==> src/include/sdm_pkg.sv <==
package sdm_pkg;
   // register indices; byte address is four times the index
   localparam logic [5:0] IDX_MODE = 6'h0b;
   localparam logic [5:0] IDX_MCLR = 6'h0d;
   localparam logic [5:0] IDX_MASK = 6'h0f;
   localparam logic [5:0] IDX_STAT = 6'h10;
   localparam logic [5:0] IDX_IRQ_STAT = 6'h11;
   localparam logic [5:0] IDX_IRQ_MASK = 6'h12;
   localparam logic [5:0] IDX_BASE = 6'h13;
   localparam logic [5:0] IDX_CUR = 6'h14;
   // mode register fields
   localparam int MODE_SEL_LSB = 6;
   localparam int DIR_BIT = 5;
   localparam int RELOAD_BIT = 4;
   localparam int TYPE_LSB = 2;
   localparam int MASK_BIT = 0;
   localparam logic [7:0] MODE_RESET = 8'h00;
   localparam logic [7:0] MODE_WR_MASK = 8'hfc;
   localparam logic MASK_RESET = 1'b0;
   localparam logic [15:0] ADDR_RESET = 16'h0000;
   // interrupt event bits
   localparam int EV_REMOVED = 0;
   localparam int EV_TC = 1;
   localparam int EV_BLOCKED = 2;
   localparam int EV_W = 3;
   localparam logic [1:0] RESP_OKAY = 2'b00;
   localparam logic [1:0] RESP_SLVERR = 2'b10;

   typedef enum logic [1:0] {SDM_DEMAND, SDM_SINGLE, SDM_BLOCK, SDM_MODE_RSVD} sdm_mode_t;
   typedef enum logic [1:0] {SDM_NONE, SDM_WRITE, SDM_READ, SDM_TYPE_RSVD} sdm_type_t;

   function automatic logic [5:0] sdm_index(input logic [7:0] addr);
      sdm_index = addr[7:2];
   endfunction : sdm_index
endpackage : sdm_pkg

==> src/design/sdm_axil_port.sv <==
module sdm_axil_port
   import sdm_pkg::*;
(
   input wire logic aclk,
   input wire logic aresetn,
   input wire logic [7:0] s_axi_awaddr,
   input wire logic s_axi_awvalid,
   output logic s_axi_awready,
   input wire logic [31:0] s_axi_wdata,
   input wire logic [3:0] s_axi_wstrb,
   input wire logic s_axi_wvalid,
   output logic s_axi_wready,
   output logic [1:0] s_axi_bresp,
   output logic s_axi_bvalid,
   input wire logic s_axi_bready,
   input wire logic [7:0] s_axi_araddr,
   input wire logic s_axi_arvalid,
   output logic s_axi_arready,
   output logic [31:0] s_axi_rdata,
   output logic [1:0] s_axi_rresp,
   output logic s_axi_rvalid,
   input wire logic s_axi_rready,
   output logic wr_en,
   output logic [5:0] wr_idx,
   output logic [7:0] wr_data,
   output logic wr_lane0,
   input wire logic wr_ok,
   output logic rd_en,
   output logic [5:0] rd_idx,
   input wire logic [7:0] rd_data,
   input wire logic rd_ok
);
   typedef struct packed {
      logic aw_done;
      logic w_done;
      logic [7:0] awaddr;
      logic [7:0] wdata;
      logic lane0;
      logic bvalid;
      logic [1:0] bresp;
      logic rvalid;
      logic [7:0] rdata;
      logic [1:0] rresp;
   } sdm_axil_st_t;

   sdm_axil_st_t s_q, s_d;

   // address and data may arrive in either order; the write fires once both are held
   assign s_axi_awready = !s_q.aw_done && !s_q.bvalid;
   assign s_axi_wready = !s_q.w_done && !s_q.bvalid;
   assign s_axi_arready = !s_q.rvalid;
   assign wr_en = s_q.aw_done && s_q.w_done && !s_q.bvalid;
   assign wr_idx = sdm_index(s_q.awaddr);
   assign wr_data = s_q.wdata;
   assign wr_lane0 = s_q.lane0;
   assign rd_en = s_axi_arvalid && s_axi_arready;
   assign rd_idx = sdm_index(s_axi_araddr);
   assign s_axi_bvalid = s_q.bvalid;
   assign s_axi_bresp = s_q.bresp;
   assign s_axi_rvalid = s_q.rvalid;
   assign s_axi_rresp = s_q.rresp;
   assign s_axi_rdata = {24'h000000, s_q.rdata};

   always_comb
   begin
      s_d = s_q;
      if (s_axi_awvalid && s_axi_awready)
      begin
         s_d.aw_done = 1'b1;
         s_d.awaddr = s_axi_awaddr;
      end
      if (s_axi_wvalid && s_axi_wready)
      begin
         s_d.w_done = 1'b1;
         s_d.wdata = s_axi_wdata[7:0];
         s_d.lane0 = s_axi_wstrb[0];
      end
      if (wr_en)
      begin
         s_d.aw_done = 1'b0;
         s_d.w_done = 1'b0;
         s_d.bvalid = 1'b1;
         s_d.bresp = wr_ok ? RESP_OKAY : RESP_SLVERR;
      end
      if (s_q.bvalid && s_axi_bready)
         s_d.bvalid = 1'b0;
      if (rd_en)
      begin
         s_d.rvalid = 1'b1;
         s_d.rdata = rd_data;
         s_d.rresp = rd_ok ? RESP_OKAY : RESP_SLVERR;
      end
      if (s_q.rvalid && s_axi_rready)
         s_d.rvalid = 1'b0;
   end

   always_ff @(posedge aclk)
   begin
      if (!aresetn)
         s_q <= '0;
      else
         s_q <= s_d;
   end
endmodule : sdm_axil_port

==> src/design/sdm_addr_step.sv <==
module sdm_addr_step
   import sdm_pkg::*;
#(
   parameter int AW = 16
)
(
   input wire logic aclk,
   input wire logic aresetn,
   input wire logic clear,
   input wire logic load,
   input wire logic [AW-1:0] load_value,
   input wire logic step,
   input wire logic step_down,
   input wire logic reload,
   output logic [AW-1:0] base_addr,
   output logic [AW-1:0] cur_addr
);
   typedef struct packed {
      logic [AW-1:0] base;
      logic [AW-1:0] cur;
   } sdm_step_st_t;

   sdm_step_st_t s_q, s_d;

   assign base_addr = s_q.base;
   assign cur_addr = s_q.cur;

   always_comb
   begin
      s_d = s_q;
      if (clear)
      begin
         s_d.base = AW'(ADDR_RESET);
         s_d.cur = AW'(ADDR_RESET);
      end
      else if (load)
      begin
         s_d.base = load_value;
         s_d.cur = load_value;
      end
      else if (reload)
         s_d.cur = s_q.base;
      else if (step)
         s_d.cur = step_down ? s_q.cur - AW'(1) : s_q.cur + AW'(1);
   end

   always_ff @(posedge aclk)
   begin
      if (!aresetn)
         s_q <= '0;
      else
         s_q <= s_d;
   end
endmodule : sdm_addr_step

==> src/design/sdm_mode_mask.sv <==
// The AXI4-Lite interface to the registers was chosen for this implementation.
module sdm_mode_mask
   import sdm_pkg::*;
#(
   parameter int AW = 16
)
(
   input wire logic aclk,
   input wire logic aresetn,
   input wire logic [7:0] s_axi_awaddr,
   input wire logic s_axi_awvalid,
   output logic s_axi_awready,
   input wire logic [31:0] s_axi_wdata,
   input wire logic [3:0] s_axi_wstrb,
   input wire logic s_axi_wvalid,
   output logic s_axi_wready,
   output logic [1:0] s_axi_bresp,
   output logic s_axi_bvalid,
   input wire logic s_axi_bready,
   input wire logic [7:0] s_axi_araddr,
   input wire logic s_axi_arvalid,
   output logic s_axi_arready,
   output logic [31:0] s_axi_rdata,
   output logic [1:0] s_axi_rresp,
   output logic s_axi_rvalid,
   input wire logic s_axi_rready,
   input wire logic card_dma_request,
   input wire logic card_present,
   input wire logic transfer_ack,
   input wire logic terminal_count,
   output logic service_request,
   output logic [1:0] transfer_mode_select,
   output logic address_direction,
   output logic auto_reload_enable,
   output logic [1:0] transfer_direction_type,
   output logic [AW-1:0] current_address,
   output logic irq
);
   typedef struct packed {
      logic [7:0] mode;
      logic card_request_block;
      logic req_prev;
      logic present_prev;
      logic single_pend;
      logic block_active;
      logic tc_flag;
      logic [EV_W-1:0] irq_stat;
      logic [EV_W-1:0] irq_mask;
      logic [1:0] mode_out;
      logic dir_out;
      logic reload_out;
      logic [1:0] type_out;
      logic service;
   } sdm_st_t;

   sdm_st_t s_q, s_d;

   logic wr_en;
   logic [5:0] wr_idx;
   logic [7:0] wr_data;
   logic wr_lane0;
   logic wr_ok;
   logic rd_en;
   logic [5:0] rd_idx;
   logic [7:0] rd_data;
   logic rd_ok;
   logic master_clear;
   logic base_load;
   logic [AW-1:0] base_addr;
   logic [AW-1:0] cur_addr;
   logic req_rise;
   logic removed;
   logic chan_ok;
   logic step;
   logic reload;
   sdm_mode_t mode_sel;
   sdm_type_t xfer_type;

   sdm_axil_port u_port (
      .aclk(aclk),
      .aresetn(aresetn),
      .s_axi_awaddr(s_axi_awaddr),
      .s_axi_awvalid(s_axi_awvalid),
      .s_axi_awready(s_axi_awready),
      .s_axi_wdata(s_axi_wdata),
      .s_axi_wstrb(s_axi_wstrb),
      .s_axi_wvalid(s_axi_wvalid),
      .s_axi_wready(s_axi_wready),
      .s_axi_bresp(s_axi_bresp),
      .s_axi_bvalid(s_axi_bvalid),
      .s_axi_bready(s_axi_bready),
      .s_axi_araddr(s_axi_araddr),
      .s_axi_arvalid(s_axi_arvalid),
      .s_axi_arready(s_axi_arready),
      .s_axi_rdata(s_axi_rdata),
      .s_axi_rresp(s_axi_rresp),
      .s_axi_rvalid(s_axi_rvalid),
      .s_axi_rready(s_axi_rready),
      .wr_en(wr_en),
      .wr_idx(wr_idx),
      .wr_data(wr_data),
      .wr_lane0(wr_lane0),
      .wr_ok(wr_ok),
      .rd_en(rd_en),
      .rd_idx(rd_idx),
      .rd_data(rd_data),
      .rd_ok(rd_ok)
   );

   // register decode
   always_comb
   begin
      case (wr_idx)
         IDX_MODE, IDX_MCLR, IDX_MASK, IDX_IRQ_STAT, IDX_IRQ_MASK, IDX_BASE: wr_ok = 1'b1;
         default: wr_ok = 1'b0;
      endcase
   end

   // any write, any data, any byte lane: only the strobe is used, nothing is stored
   assign master_clear = wr_en && (wr_idx == IDX_MCLR);
   assign base_load = wr_en && wr_lane0 && (wr_idx == IDX_BASE);

   always_comb
   begin
      rd_ok = 1'b1;
      rd_data = 8'h00;
      case (rd_idx)
         IDX_MODE: rd_data = s_q.mode & MODE_WR_MASK;
         IDX_MCLR: rd_data = 8'h00;
         IDX_MASK: rd_data = {7'h00, s_q.card_request_block};
         IDX_STAT: rd_data = {{4{card_dma_request}}, {4{s_q.tc_flag}}};
         IDX_IRQ_STAT: rd_data = {{(8-EV_W){1'b0}}, s_q.irq_stat};
         IDX_IRQ_MASK: rd_data = {{(8-EV_W){1'b0}}, s_q.irq_mask};
         IDX_BASE: rd_data = base_addr[7:0];
         IDX_CUR: rd_data = cur_addr[7:0];
         default: rd_ok = 1'b0;
      endcase
   end

   assign mode_sel = sdm_mode_t'(s_q.mode[MODE_SEL_LSB +: 2]);
   assign xfer_type = sdm_type_t'(s_q.mode[TYPE_LSB +: 2]);
   assign req_rise = card_dma_request && !s_q.req_prev;
   assign removed = s_q.present_prev && !card_present;
   // reserved mode or type selections never open the channel
   assign chan_ok = !s_q.card_request_block && (mode_sel != SDM_MODE_RSVD)
      && (xfer_type == SDM_WRITE || xfer_type == SDM_READ);
   assign step = transfer_ack && s_q.service;
   assign reload = terminal_count && s_q.service && s_q.mode[RELOAD_BIT];

   sdm_addr_step #(
      .AW(AW)
   ) u_step (
      .aclk(aclk),
      .aresetn(aresetn),
      .clear(master_clear),
      .load(base_load),
      .load_value(AW'(wr_data)),
      .step(step),
      .step_down(s_q.mode[DIR_BIT]),
      .reload(reload),
      .base_addr(base_addr),
      .cur_addr(cur_addr)
   );

   always_comb
   begin
      s_d = s_q;
      s_d.req_prev = card_dma_request;
      s_d.present_prev = card_present;

      if (wr_en && wr_lane0)
      begin
         case (wr_idx)
            IDX_MODE: s_d.mode = wr_data & MODE_WR_MASK;
            IDX_MASK: s_d.card_request_block = wr_data[MASK_BIT];
            IDX_IRQ_MASK: s_d.irq_mask = wr_data[EV_W-1:0];
            IDX_IRQ_STAT: s_d.irq_stat = s_q.irq_stat & ~wr_data[EV_W-1:0];
            default: s_d.mode = s_d.mode;
         endcase
      end

      // terminal count flag clears on a status read
      if (rd_en && rd_idx == IDX_STAT)
         s_d.tc_flag = 1'b0;

      // request servicing per mode; edges seen while blocked are dropped, not deferred
      if (!chan_ok)
      begin
         s_d.single_pend = 1'b0;
         s_d.block_active = 1'b0;
      end
      else
      begin
         case (mode_sel)
            SDM_SINGLE:
            begin
               if (transfer_ack && s_q.single_pend)
                  s_d.single_pend = 1'b0;
               if (req_rise)
                  s_d.single_pend = 1'b1;
            end
            SDM_BLOCK:
            begin
               if (terminal_count && s_q.block_active)
                  s_d.block_active = 1'b0;
               else if (req_rise)
                  s_d.block_active = 1'b1;
            end
            default:
            begin
               s_d.single_pend = 1'b0;
               s_d.block_active = 1'b0;
            end
         endcase
      end

      case (mode_sel)
         SDM_DEMAND: s_d.service = chan_ok && card_dma_request;
         SDM_SINGLE: s_d.service = chan_ok && s_d.single_pend;
         SDM_BLOCK: s_d.service = chan_ok && s_d.block_active;
         default: s_d.service = 1'b0;
      endcase

      // master clear returns the controller to reset; interrupt registers stay for software
      if (master_clear)
      begin
         s_d.mode = MODE_RESET;
         s_d.card_request_block = MASK_RESET;
         s_d.single_pend = 1'b0;
         s_d.block_active = 1'b0;
         s_d.tc_flag = 1'b0;
         s_d.service = 1'b0;
      end

      if (terminal_count && s_q.service)
         s_d.tc_flag = 1'b1;

      // removal sets the mask even against a same-cycle clear or software write
      if (removed)
      begin
         s_d.card_request_block = 1'b1;
         s_d.service = 1'b0;
         s_d.single_pend = 1'b0;
         s_d.block_active = 1'b0;
      end

      s_d.mode_out = s_d.mode[MODE_SEL_LSB +: 2];
      s_d.dir_out = s_d.mode[DIR_BIT];
      s_d.reload_out = s_d.mode[RELOAD_BIT];
      s_d.type_out = s_d.mode[TYPE_LSB +: 2];

      // events set after the software clear so a same-cycle event wins
      if (removed)
         s_d.irq_stat[EV_REMOVED] = 1'b1;
      if (terminal_count && s_q.service)
         s_d.irq_stat[EV_TC] = 1'b1;
      if (req_rise && s_q.card_request_block)
         s_d.irq_stat[EV_BLOCKED] = 1'b1;
   end

   always_ff @(posedge aclk)
   begin
      if (!aresetn)
         s_q <= '0;
      else
         s_q <= s_d;
   end

   assign service_request = s_q.service;
   assign transfer_mode_select = s_q.mode_out;
   assign address_direction = s_q.dir_out;
   assign auto_reload_enable = s_q.reload_out;
   assign transfer_direction_type = s_q.type_out;
   assign current_address = cur_addr;
   assign irq = |(s_q.irq_stat & s_q.irq_mask);
endmodule : sdm_mode_mask

==> config.mk <==
export PLATFORM = sky130hd
export DESIGN_NAME = sdm_mode_mask
export DESIGN_NICKNAME = d
export VERILOG_FILES = /design/src/include/sdm_pkg.sv /design/src/design/sdm_axil_port.sv /design/src/design/sdm_addr_step.sv /design/src/design/sdm_mode_mask.sv
export SDC_FILE = /design/constraint.sdc
export NUM_CORES = 1
export LEC_CHECK = 0
export BUFFER_PORTS_ARGS = -buffer_cell sky130_fd_sc_hd__buf_4
export CAP_MARGIN = 20
export CORE_MARGIN = 8
export CORE_UTILIZATION = 45
export CTS_BUF_LIST = sky130_fd_sc_hd__clkbuf_16
export DETAILED_ROUTE_END_ITERATION = 7
export PLACE_DENSITY = 0.73
export SYNTH_ARGS = -nofsm -noshare
export SYNTH_HDL_FRONTEND = slang
export SYNTH_HIERARCHICAL = 1
export SYNTH_SLANG_ARGS = --single-unit
==> constraint.sdc <==
create_clock -name aclk -period 4.6 [get_ports aclk]
set_input_delay 0 -clock aclk [delete_from_list [all_inputs] [get_ports aclk]]
set_output_delay 0 -clock aclk [all_outputs]
set_load 0.02 [all_outputs]
==> metrics.txt, run 1 <==
Fin. Hold Viols 0; Power Density 260.2 nW/um^2; asr flop ratio synth 0%; Synth Flop Type dfxtp_1; min Tclk post-route 2.929 ns; RSZ-0062 raised after global routing no; Post-synth EDFFs 0; post-place instance area 5326 um^2; pre-CTS setup slack 1.705 ns; core box area 11220 um^2; commonest non-fill, non-tap cell in the layout dfxtp_1; first-pass GRT wire length 20.15 mm; TritonCTS clock tree done; FF+latch count, synth 80; Slew Limit Headroom 37.32%; TritonCTS Sinks 80; total gr overflow 0; antenna violation net count after detailed routing 0; yosys warns 6; crit-path max FO 28; non-filler instance count after layout 810; max_cap viols 0; fin nets 743; Clk Tree Root Cell clkbuf_16; Buf+Inv Stages, Crit Path 1; Design Power 1.507 mW; Tightest Pin Transition 0.9388 ns; worst hold path startpoint s_axi_araddr[7]; DR pass1 iterations 5; crit-path cells and3b_1 > and4b_1 > and3_1 > buf_4 > a21oi_1 > o21ai_0 > nand2_1 > o221ai_1 > o21ba_2; antenna violations before repair 0; Crit Reg-Reg Startpoint u_port/s_axi_bvalid$_SDFFE_PP0P_; family with the most delay on the worst path simple AND/OR/NAND/NOR gates; Final Hold Slack 0.02730 ns; Ant. Diodes 0; I/O pins 128; status complete, no violations; WP data required 4.83 ns; GRT Total Usage 16.61%; syn_area_per_cell 8.399 um^2; Tcrit/Tclk final 63.68%; Vert. Die Dim 122.3 um; # fillers 1056; Lkg Pwr 2.412 nW; Starting Density 45.27%; HP Class in2reg; via count 4313; Layout Utilization 51.61%; Setup Crit Path Kind reg2reg; Port Buffer Count 70; die area 14950 um^2; Hold Crit Endpoint u_port/s_axi_rresp[1]$_SDFFE_PN0P_; routed len/inst 15.30 um; clk_lat worst skew 0.34 ns; R2R cell count 9; vias in the first global route 4049; most frequent cells in the layout dfxtp_1, buf_4, nand2_1, o21ai_0, conb_1; Die Span X 122.3 um; gpl congestion 0.8386; post-CTS sizing 0; post-synthesis cell count 605; Synth cell types 76; DRC violations left 0; dpl cells 774; vias per inst 5.325; r2r endpoint u_step/cur_addr[10]$_SDFFE_PP0P_; final setup fails 0; Worst Skew 0.006766 ns; Slew Viols, Final 0; Initial DRC Count 282; total CTS buffers 9; DP Wirelength 9.079 mm; CP startpoint kind register; sequential area share after synthesis 31.52%; hold-critical path depth 4; Final Cell Area 5792 um^2; Max stage delay cell, worst path and3_1; final worst setup slack 1.671 ns; FP Rows 39; CP arrival 3.16 ns; Largest stage delay, worst path 0.64 ns; largest net degree at the start of global routing 58; Syn-to-layout area delta 13.99%; Max clock buf depth 2; CTS clk-pin slew, worst paths 0.06 ns; R2R setup slack 1.67 ns; H-tree levels 3; maximum operating frequency 341.4 MHz; WL final 12.39 mm; peak supply drop 151.0 uV; critical path endpoint category register; share of layout cells above drive strength 1 16.04%; Setup TNS 0 ns; Cell Area, Synth 5081 um^2
[per-layer routing]
metal / GRT usage, % / up-vias / wire length, um
met5: 0 / - / 0
met4: 6.474 / 0 / 154
met3: 3.358 / 14 / 932
met2: 26.38 / 147 / 5685
met1: 21.79 / 1991 / 5619
li1: - / 2161 / -
[area by class of cell]
cell class / instances / area, um^2 / area share, %
multi-input cells: 467 / 2964 / 51.18
flip-flops and latches: 80 / 1602 / 27.65
repair buffers: 91 / 733.2 / 12.66
clock buffers: 9 / 225.2 / 3.889
well taps: 143 / 178.9 / 3.089
inverters: 13 / 48.80 / 0.8425
clock inverters: 7 / 40.04 / 0.6913
[timing repair]
action | in CTS | in global routing
hold endpoints to repair | 20 | 0
setup buffers | 0 | 0
hold buffers | 20 | 0
[worst max path at each step]
stage / cells after the start / slack, ns / to / from
after floorplan: 7 / 2.06 / u_step/cur_addr[13]$_SDFFE_PP0P_ / s_q[24]$_SDFFE_PP0P_
after global placement: 9 / 1.75 / u_step/cur_addr[10]$_SDFFE_PP0P_ / u_port/s_axi_bvalid$_SDFFE_PP0P_
after detailed placement: 9 / 1.70 / u_step/cur_addr[10]$_SDFFE_PP0P_ / u_port/s_axi_bvalid$_SDFFE_PP0P_
after CTS: 9 / 1.70 / u_step/cur_addr[10]$_SDFFE_PP0P_ / u_port/s_axi_bvalid$_SDFFE_PP0P_
after global routing: 9 / 1.44 / u_step/cur_addr[10]$_SDFFE_PP0P_ / u_port/s_axi_bvalid$_SDFFE_PP0P_
final: 9 / 1.67 / u_step/cur_addr[10]$_SDFFE_PP0P_ / u_port/s_axi_bvalid$_SDFFE_PP0P_
[power breakdown]
part / switching, mW / internal, mW / total, mW
combinational: 0.0824 / 0.0574 / 0.140
sequential: 0.0187 / 0.709 / 0.728
clock: 0.281 / 0.359 / 0.640
total: 0.382 / 1.13 / 1.51
[cell usage after synthesis (3+ instances only)]
master / instances / area [um^2]
dfxtp_1: 80 / 1602
nand2_1: 68 / 255.2
buf_4: 63 / 473.0
o21ai_0: 50 / 250.2
nor2_1: 45 / 168.9
a21oi_1: 41 / 205.2
mux2i_1: 20 / 200.2
nand3_1: 20 / 100.1
ha_1: 17 / 212.7
nor3_1: 13 / 65.06
inv_1: 12 / 45.04
nor2b_1: 12 / 75.07
clkbuf_1: 10 / 37.54
a21boi_0: 9 / 67.56
nand2b_1: 8 / 50.05
xnor2_1: 8 / 70.07
buf_6: 7 / 78.83
and2_1: 6 / 37.54
buf_2: 6 / 30.03
a21o_1: 5 / 37.54
a221o_1: 5 / 50.05
a311oi_1: 5 / 43.79
and3_1: 5 / 31.28
or3_1: 5 / 31.28
xor2_1: 5 / 43.79
a2111oi_4: 3 / 82.58
a211oi_1: 3 / 22.52
a221oi_1: 3 / 26.28
mux4_2: 3 / 67.56
nand3b_1: 3 / 22.52
o2111ai_1: 3 / 26.28
o211ai_1: 3 / 22.52
o21a_1: 3 / 22.52
[cells by family after synthesis]
kind of cell	Yosys count	synth area share, %
flops	80	31.52
xor+xnor	13	2.241
mux	23	5.270
compound gates	164	22.51
other cells	2	0.1478
fa+ha+maj	18	4.580
simple gates	203	20.34
buf+inv	102	13.40
[worst reg2reg max path, delay by kind of cell (launching register included)]
family / cells / cell delay (ns)
flops: 1 / 0.40
simple gates: 4 / 1.43
buf+inv: 1 / 0.44
compound gates: 4 / 0.57
[state kept, by name (all words and copies together) (netlist names)]
signal / cells
mode_sel: 2
u_port/s_axi_bresp: 1
u_port/s_axi_bvalid: 1
u_step/cur_addr: 16
u_port/s_q: 2
u_port/s_axi_rdata: 8
u_step/base_addr: 16
u_port/s_axi_rresp: 1
u_port/wr_idx: 6
u_port/s_axi_rvalid: 1
s_q: 16
u_port/wr_data: 8
service_request: 1
u_port/wr_lane0: 1
Power figures use the tool's default switching activity.
==> run 2, diff against run 1 <==
clock period = 2.8 ns   (was 4.6 ns; I/O delays follow)
==> run 2 against run 1 <==
  * Clock skew up 0.0064 ns
  * Count of clock-buffer cells in the layout unchanged
  * Non-clock buffer count is 7 higher
  * Hold slack worse by 0.0076 ns
  * Total power is 73% higher
  * Largest power group unchanged
  * Highest routed layer unchanged
==> metrics.txt, run 2 (same netlist as run 1, synthesis figures left out) <==
status complete, no violations (unchanged); Initial DRC Count 296 (was 282); R2R setup slack 0.34 ns (was 1.67 ns); DR pass1 iterations 5 (unchanged); Power Density 443.0 nW/um^2 (was 260.2 nW/um^2); routed len/inst 15.35 um (was 15.30 um); max_cap viols 0 (unchanged); HP Class in2reg (unchanged); WL met3 979 um (was 932 um); Fin. Hold Viols 0 (unchanged); pre-CTS setup slack 0.09325 ns (was 1.705 ns); clk_lat worst skew 0.34 ns (about the same); Design Power 2.605 mW (was 1.507 mW); Slew Limit Headroom 55.30% (was 37.32%); TritonCTS Sinks 80 (unchanged); Worst Skew 0.01316 ns (was 0.006766 ns); largest net degree at the start of global routing 58 (unchanged); vias per inst 5.371 (was 5.325); CTS clk-pin slew, worst paths 0.06 ns (about the same); share of layout cells above drive strength 1 17.36% (was 16.04%); total CTS buffers 9 (unchanged); I/O pins 128 (unchanged); critical path endpoint category register (unchanged); Tightest Pin Transition 0.6698 ns (was 0.9388 ns); top sig layer met4 (unchanged); GRT Total Usage 16.67% (was 16.61%); Multi-input gate area 2964 um^2 (unchanged); final setup fails 0 (unchanged); vias in the first global route 4150 (was 4049); TritonCTS clock tree done (unchanged); total gr overflow 0 (unchanged); crit-path cells ha_1 > a21o_1 > a221oi_1 > a211o_1 > xnor2_1 > mux2i_1 > a211oi_1 (was and3b_1 > and4b_1 > and3_1 > buf_4 > a21oi_1 > o21ai_0 > nand2_1 > o221ai_1 > o21ba_2); Post-CTS Setup Repair Bufs 0 (unchanged); final worst setup slack 0.3371 ns (was 1.671 ns); area occupied by registers 1603 um^2 (was 1602 um^2); antenna violations before repair 0 (unchanged); Syn-to-layout area delta 15.71% (was 13.99%); WL final 12.54 mm (was 12.39 mm); DRC violations left 0 (unchanged); Ant. Diodes 0 (unchanged); Port Buffer Count 70 (unchanged); Largest stage delay, worst path 0.56 ns (was 0.64 ns); non-filler instance count after layout 817 (was 810); Die Span X 122.3 um (unchanged); WP data required 3.05 ns (was 4.83 ns); via count 4388 (was 4313); Clk Tree Root Cell clkbuf_16 (unchanged); maximum operating frequency 406.0 MHz (was 341.4 MHz); Max clock buf depth 2 (unchanged); gpl congestion 0.8966 (was 0.8386); crit-path max FO 16 (was 28); die area 14950 um^2 (unchanged); RSZ-0062 raised after global routing no (unchanged); Setup Crit Path Kind reg2reg (unchanged); peak supply drop 235.1 uV (was 151.0 uV); min Tclk post-route 2.463 ns (was 2.929 ns); H-tree levels 3 (unchanged); fin nets 750 (was 743); Tcrit/Tclk final 87.96% (was 63.68%); CP arrival 2.71 ns (was 3.16 ns); first-pass GRT wire length 20.42 mm (was 20.15 mm); antenna violation net count after detailed routing 0 (unchanged); CP startpoint kind register (unchanged); Vert. Die Dim 122.3 um (unchanged); Met1 Wirelength 5.664 mm (was 5.619 mm); Starting Density 45.27% (unchanged); FP Rows 39 (unchanged); # fillers 1036 (was 1056); Setup TNS 0 ns (unchanged); wire length on met2 5.716 mm (was 5.685 mm); DP Wirelength 9.316 mm (was 9.079 mm); Lkg Pwr 2.468 nW (was 2.412 nW); most frequent cells in the layout buf_4, dfxtp_1, nand2_1, o21ai_0, conb_1 (was dfxtp_1, buf_4, nand2_1, o21ai_0, conb_1); Max stage delay cell, worst path dfxtp_2 (was and3_1); core box area 11220 um^2 (unchanged); Final Hold Slack 0.01972 ns (was 0.02730 ns); dpl cells 782 (was 774); Slew Viols, Final 0 (unchanged)
## run 2: final timing paths
| path | startpoint | to | depth (start not counted) |
|---|---|---|---|
| min | terminal_count | s_q[11]$_SDFFE_PN0P_ | 3 |
| min reg2reg | u_port/s_axi_rdata[1]$_SDFFE_PN0P_ | u_port/s_axi_rdata[1]$_SDFFE_PN0P_ | 2 |
| max reg2reg | s_q[24]$_SDFFE_PP0P_ | u_step/cur_addr[8]$_SDFFE_PP0P_ | 7 |
| max | s_q[24]$_SDFFE_PP0P_ | u_step/cur_addr[8]$_SDFFE_PP0P_ | 7 |
## run 2: where the power goes
part / internal (mW) / switching [mW]
clock network: 0.698 / 0.478
registers: 1.16 / 0.0304
logic: 0.0959 / 0.138
## run 2: area by class of cell
cell class | instances | area share, %
Tap cell | 143 | 3.043
Clock inverter | 7 | 1.298
Timing Repair Buffer | 98 | 13.32
Sequential cell | 80 | 27.26
Multi-Input combinational cell | 467 | 50.41
Inverter | 13 | 0.8300
Clock buffer | 9 | 3.831
## run 2: metrics by stage
stage	instance area [um^2]	util [%]
floorplan	5246	-
global placement	5386	47.99
detailed placement	5386	47.99
CTS	5878	52.37
global route	5879	52.39
finish	5879	52.39
## run 2: what timing repair did
item                       CTS  global route
gates resized for setup      0             1
hold endpoints to repair    19             0
hold buffers                19             0
setup endpoints to repair    0             8
## run 2: worst max-delay path, delay by kind of cell, from the launching register on
kind / cells / cell delay, ns
compound gates: 4 / 1.24
mux: 1 / 0.09
flops: 1 / 0.56
xor+xnor: 1 / 0.13
fa+ha+maj: 1 / 0.34
## run 2: routing by layer
layer  up-vias  global-route usage (%)
met5         -                       0
met4         0                   6.702
met3        17                   3.404
met2       173                   26.14
met1      2029                   22.01
li1       2169                       -
==> run 3, diff against run 2 <==
CTS_BUF_LIST = unset   (was sky130_fd_sc_hd__clkbuf_16)
==> run 3 against run 2 <==
  * Clock skew is 0.0014 ns lower
  * Clock power hardly changed
  * Die area is the same
  * Hold slack got worse by 0.0040 ns
  * Count of clock-buffer cells in the layout is 1 higher
  * Total power up 1.0%
  * Critical path type unchanged
==> metrics.txt, run 3 (same netlist as run 1, synthesis figures left out) <==
status complete, no violations (unchanged); Initial DRC Count 290 (was 296); final worst setup slack 0.3418 ns (was 0.3371 ns); DP Wirelength 9.316 mm (unchanged); clk_lat worst skew 0.34 ns (about the same); vias in the first global route 4145 (was 4150); Vert. Die Dim 122.3 um (unchanged); TritonCTS clock tree done (unchanged); core box area 11220 um^2 (unchanged); final setup fails 0 (unchanged); min Tclk post-route 2.458 ns (was 2.463 ns); Lkg Pwr 2.473 nW (was 2.468 nW); area occupied by registers 1603 um^2 (unchanged); Setup Crit Path Kind reg2reg (unchanged); Slew Viols, Final 0 (unchanged); GRT Total Usage 16.68% (was 16.67%); max_cap viols 0 (unchanged); Crit Reg-Reg Startpoint s_q[24]$_SDFFE_PP0P_ (unchanged); largest net degree at the start of global routing 58 (unchanged); Starting Density 45.27% (unchanged); Tcrit/Tclk final 87.79% (was 87.96%); maximum operating frequency 406.8 MHz (was 406.0 MHz); CTS clk-pin slew, worst paths 0.06 ns (about the same); pre-CTS setup slack 0.09325 ns (unchanged); first-pass GRT wire length 20.44 mm (was 20.42 mm); WP data required 3.05 ns (about the same); routed len/inst 15.37 um (was 15.35 um); I/O pins 128 (unchanged); total CTS buffers 9 (unchanged); Die Span X 122.3 um (unchanged); antenna violation net count after detailed routing 0 (unchanged); crit-path max FO 16 (unchanged); R2R cell count 7 (unchanged); most frequent cells in the layout buf_4, dfxtp_1, nand2_1, o21ai_0, conb_1 (unchanged); Setup TNS 0 ns (unchanged); Power Density 446.9 nW/um^2 (was 443.0 nW/um^2); R2R setup slack 0.34 ns (about the same); RSZ-0062 raised after global routing no (unchanged); Ant. Diodes 0 (unchanged); DRC violations left 0 (unchanged); peak supply drop 237.9 uV (was 235.1 uV); die area 14950 um^2 (unchanged); FP Rows 39 (unchanged); Slew Limit Headroom 55.80% (was 55.30%); # fillers 1035 (was 1036); Port Buffer Count 70 (unchanged); fin nets 750 (unchanged); gpl congestion 0.8966 (unchanged); Fin. Hold Viols 0 (unchanged); share of layout cells above drive strength 1 17.51% (was 17.36%); Syn-to-layout area delta 15.91% (was 15.71%); vias per inst 5.349 (was 5.371); Multi-input gate area 2964 um^2 (unchanged); critical path endpoint category register (unchanged); CP arrival 2.70 ns (was 2.71 ns); Worst Skew 0.01172 ns (was 0.01316 ns); Clk Tree Root Cell clkbuf_16 (unchanged); WL final 12.56 mm (was 12.54 mm); TritonCTS Sinks 80 (unchanged); r2r endpoint u_step/cur_addr[8]$_SDFFE_PP0P_ (unchanged); CP startpoint s_q[24]$_SDFFE_PP0P_ (unchanged); Max clock buf depth 2 (unchanged); HP Class in2reg (unchanged); CP startpoint kind register (unchanged); H-tree levels 3 (unchanged); antenna violations before repair 0 (unchanged); Post-CTS Setup Repair Bufs 0 (unchanged); via count 4370 (was 4388); Tightest Pin Transition 0.6623 ns (was 0.6698 ns); Worst Setup EP u_step/cur_addr[8]$_SDFFE_PP0P_ (unchanged); DR pass1 iterations 5 (unchanged); total gr overflow 0 (unchanged)
run 3: changes by cell type in the layout (fill, tap and decap cells not counted):
| cell | delta |
|---|---|
| clkbuf_8 | +1 |
| clkinv_1 | -1 |
run 3: final cells by class:
class | count | share of cell area, %
Tap cell | 143 | 3.038
Timing Repair Buffer | 98 | 13.30
Multi-Input combinational cell | 467 | 50.33
Clock buffer | 10 | 4.058
Clock inverter | 6 | 1.232
Sequential cell | 80 | 27.21
Inverter | 13 | 0.8286
run 3: worst min-delay path by stage:
stage / from / cells after the start / to
floorplan: s_axi_wdata[6] / 2 / u_port/wr_data[6]$_SDFFE_PN0P_
global placement: s_axi_awaddr[6] / 3 / u_port/wr_idx[4]$_SDFFE_PN0P_
detailed placement: s_axi_awaddr[2] / 3 / u_port/wr_idx[0]$_SDFFE_PN0P_
CTS: terminal_count / 3 / s_q[11]$_SDFFE_PN0P_
global route: terminal_count / 3 / s_q[11]$_SDFFE_PN0P_
finish: terminal_count / 3 / s_q[11]$_SDFFE_PN0P_
run 3: report_power, final:
part / switching, mW / internal, mW / leakage, nW
Combinational: 0.138 / 0.0959 / 1.67
Sequential: 0.0302 / 1.16 / 0.649
Clock: 0.478 / 0.726 / 0.150
Total: 0.646 / 1.99 / 2.47
run 3: routing by layer:
| metal | wire, um | track usage [%] | up-vias |
|---|---|---|---|
| met5 | 0 | 0 | - |
| met3 | 960 | 3.634 | 12 |
| met1 | 5620 | 21.90 | 2028 |
| li1 | - | - | 2170 |
| met4 | 133 | 6.474 | 0 |
| met2 | 5840 | 26.27 | 160 |
run 3: worst max-delay path, stage by stage (launching register included):
cell	delay, ns
dfxtp_2	0.56
ha_1	0.34
a21o_1	0.25
a221oi_1	0.50
a211o_1	0.26
xnor2_1	0.13
mux2i_1	0.09
a211oi_1	0.23
run 3: what timing repair did:
action / CTS / global route
endpoints found under the setup margin: 0 / 8
resized for setup: 0 / 1
endpoints found under the hold margin: 19 / 0
hold buffers: 19 / 0
run 3: through the flow:
step / std cells / utilization (%) / area, um^2 / hold slack [ns] / power (mW)
floorplan: 649 / - / 5246 / 0.1210 / 1.417
global placement: 782 / 47.99 / 5386 / 0.2169 / 1.422
detailed placement: 782 / 47.99 / 5386 / 0.2222 / 1.429
CTS: 817 / 52.46 / 5888 / 0.003565 / 2.649
global route: 817 / 52.47 / 5889 / 0.008390 / 2.729
finish: 817 / 52.47 / 5889 / 0.01571 / 2.632
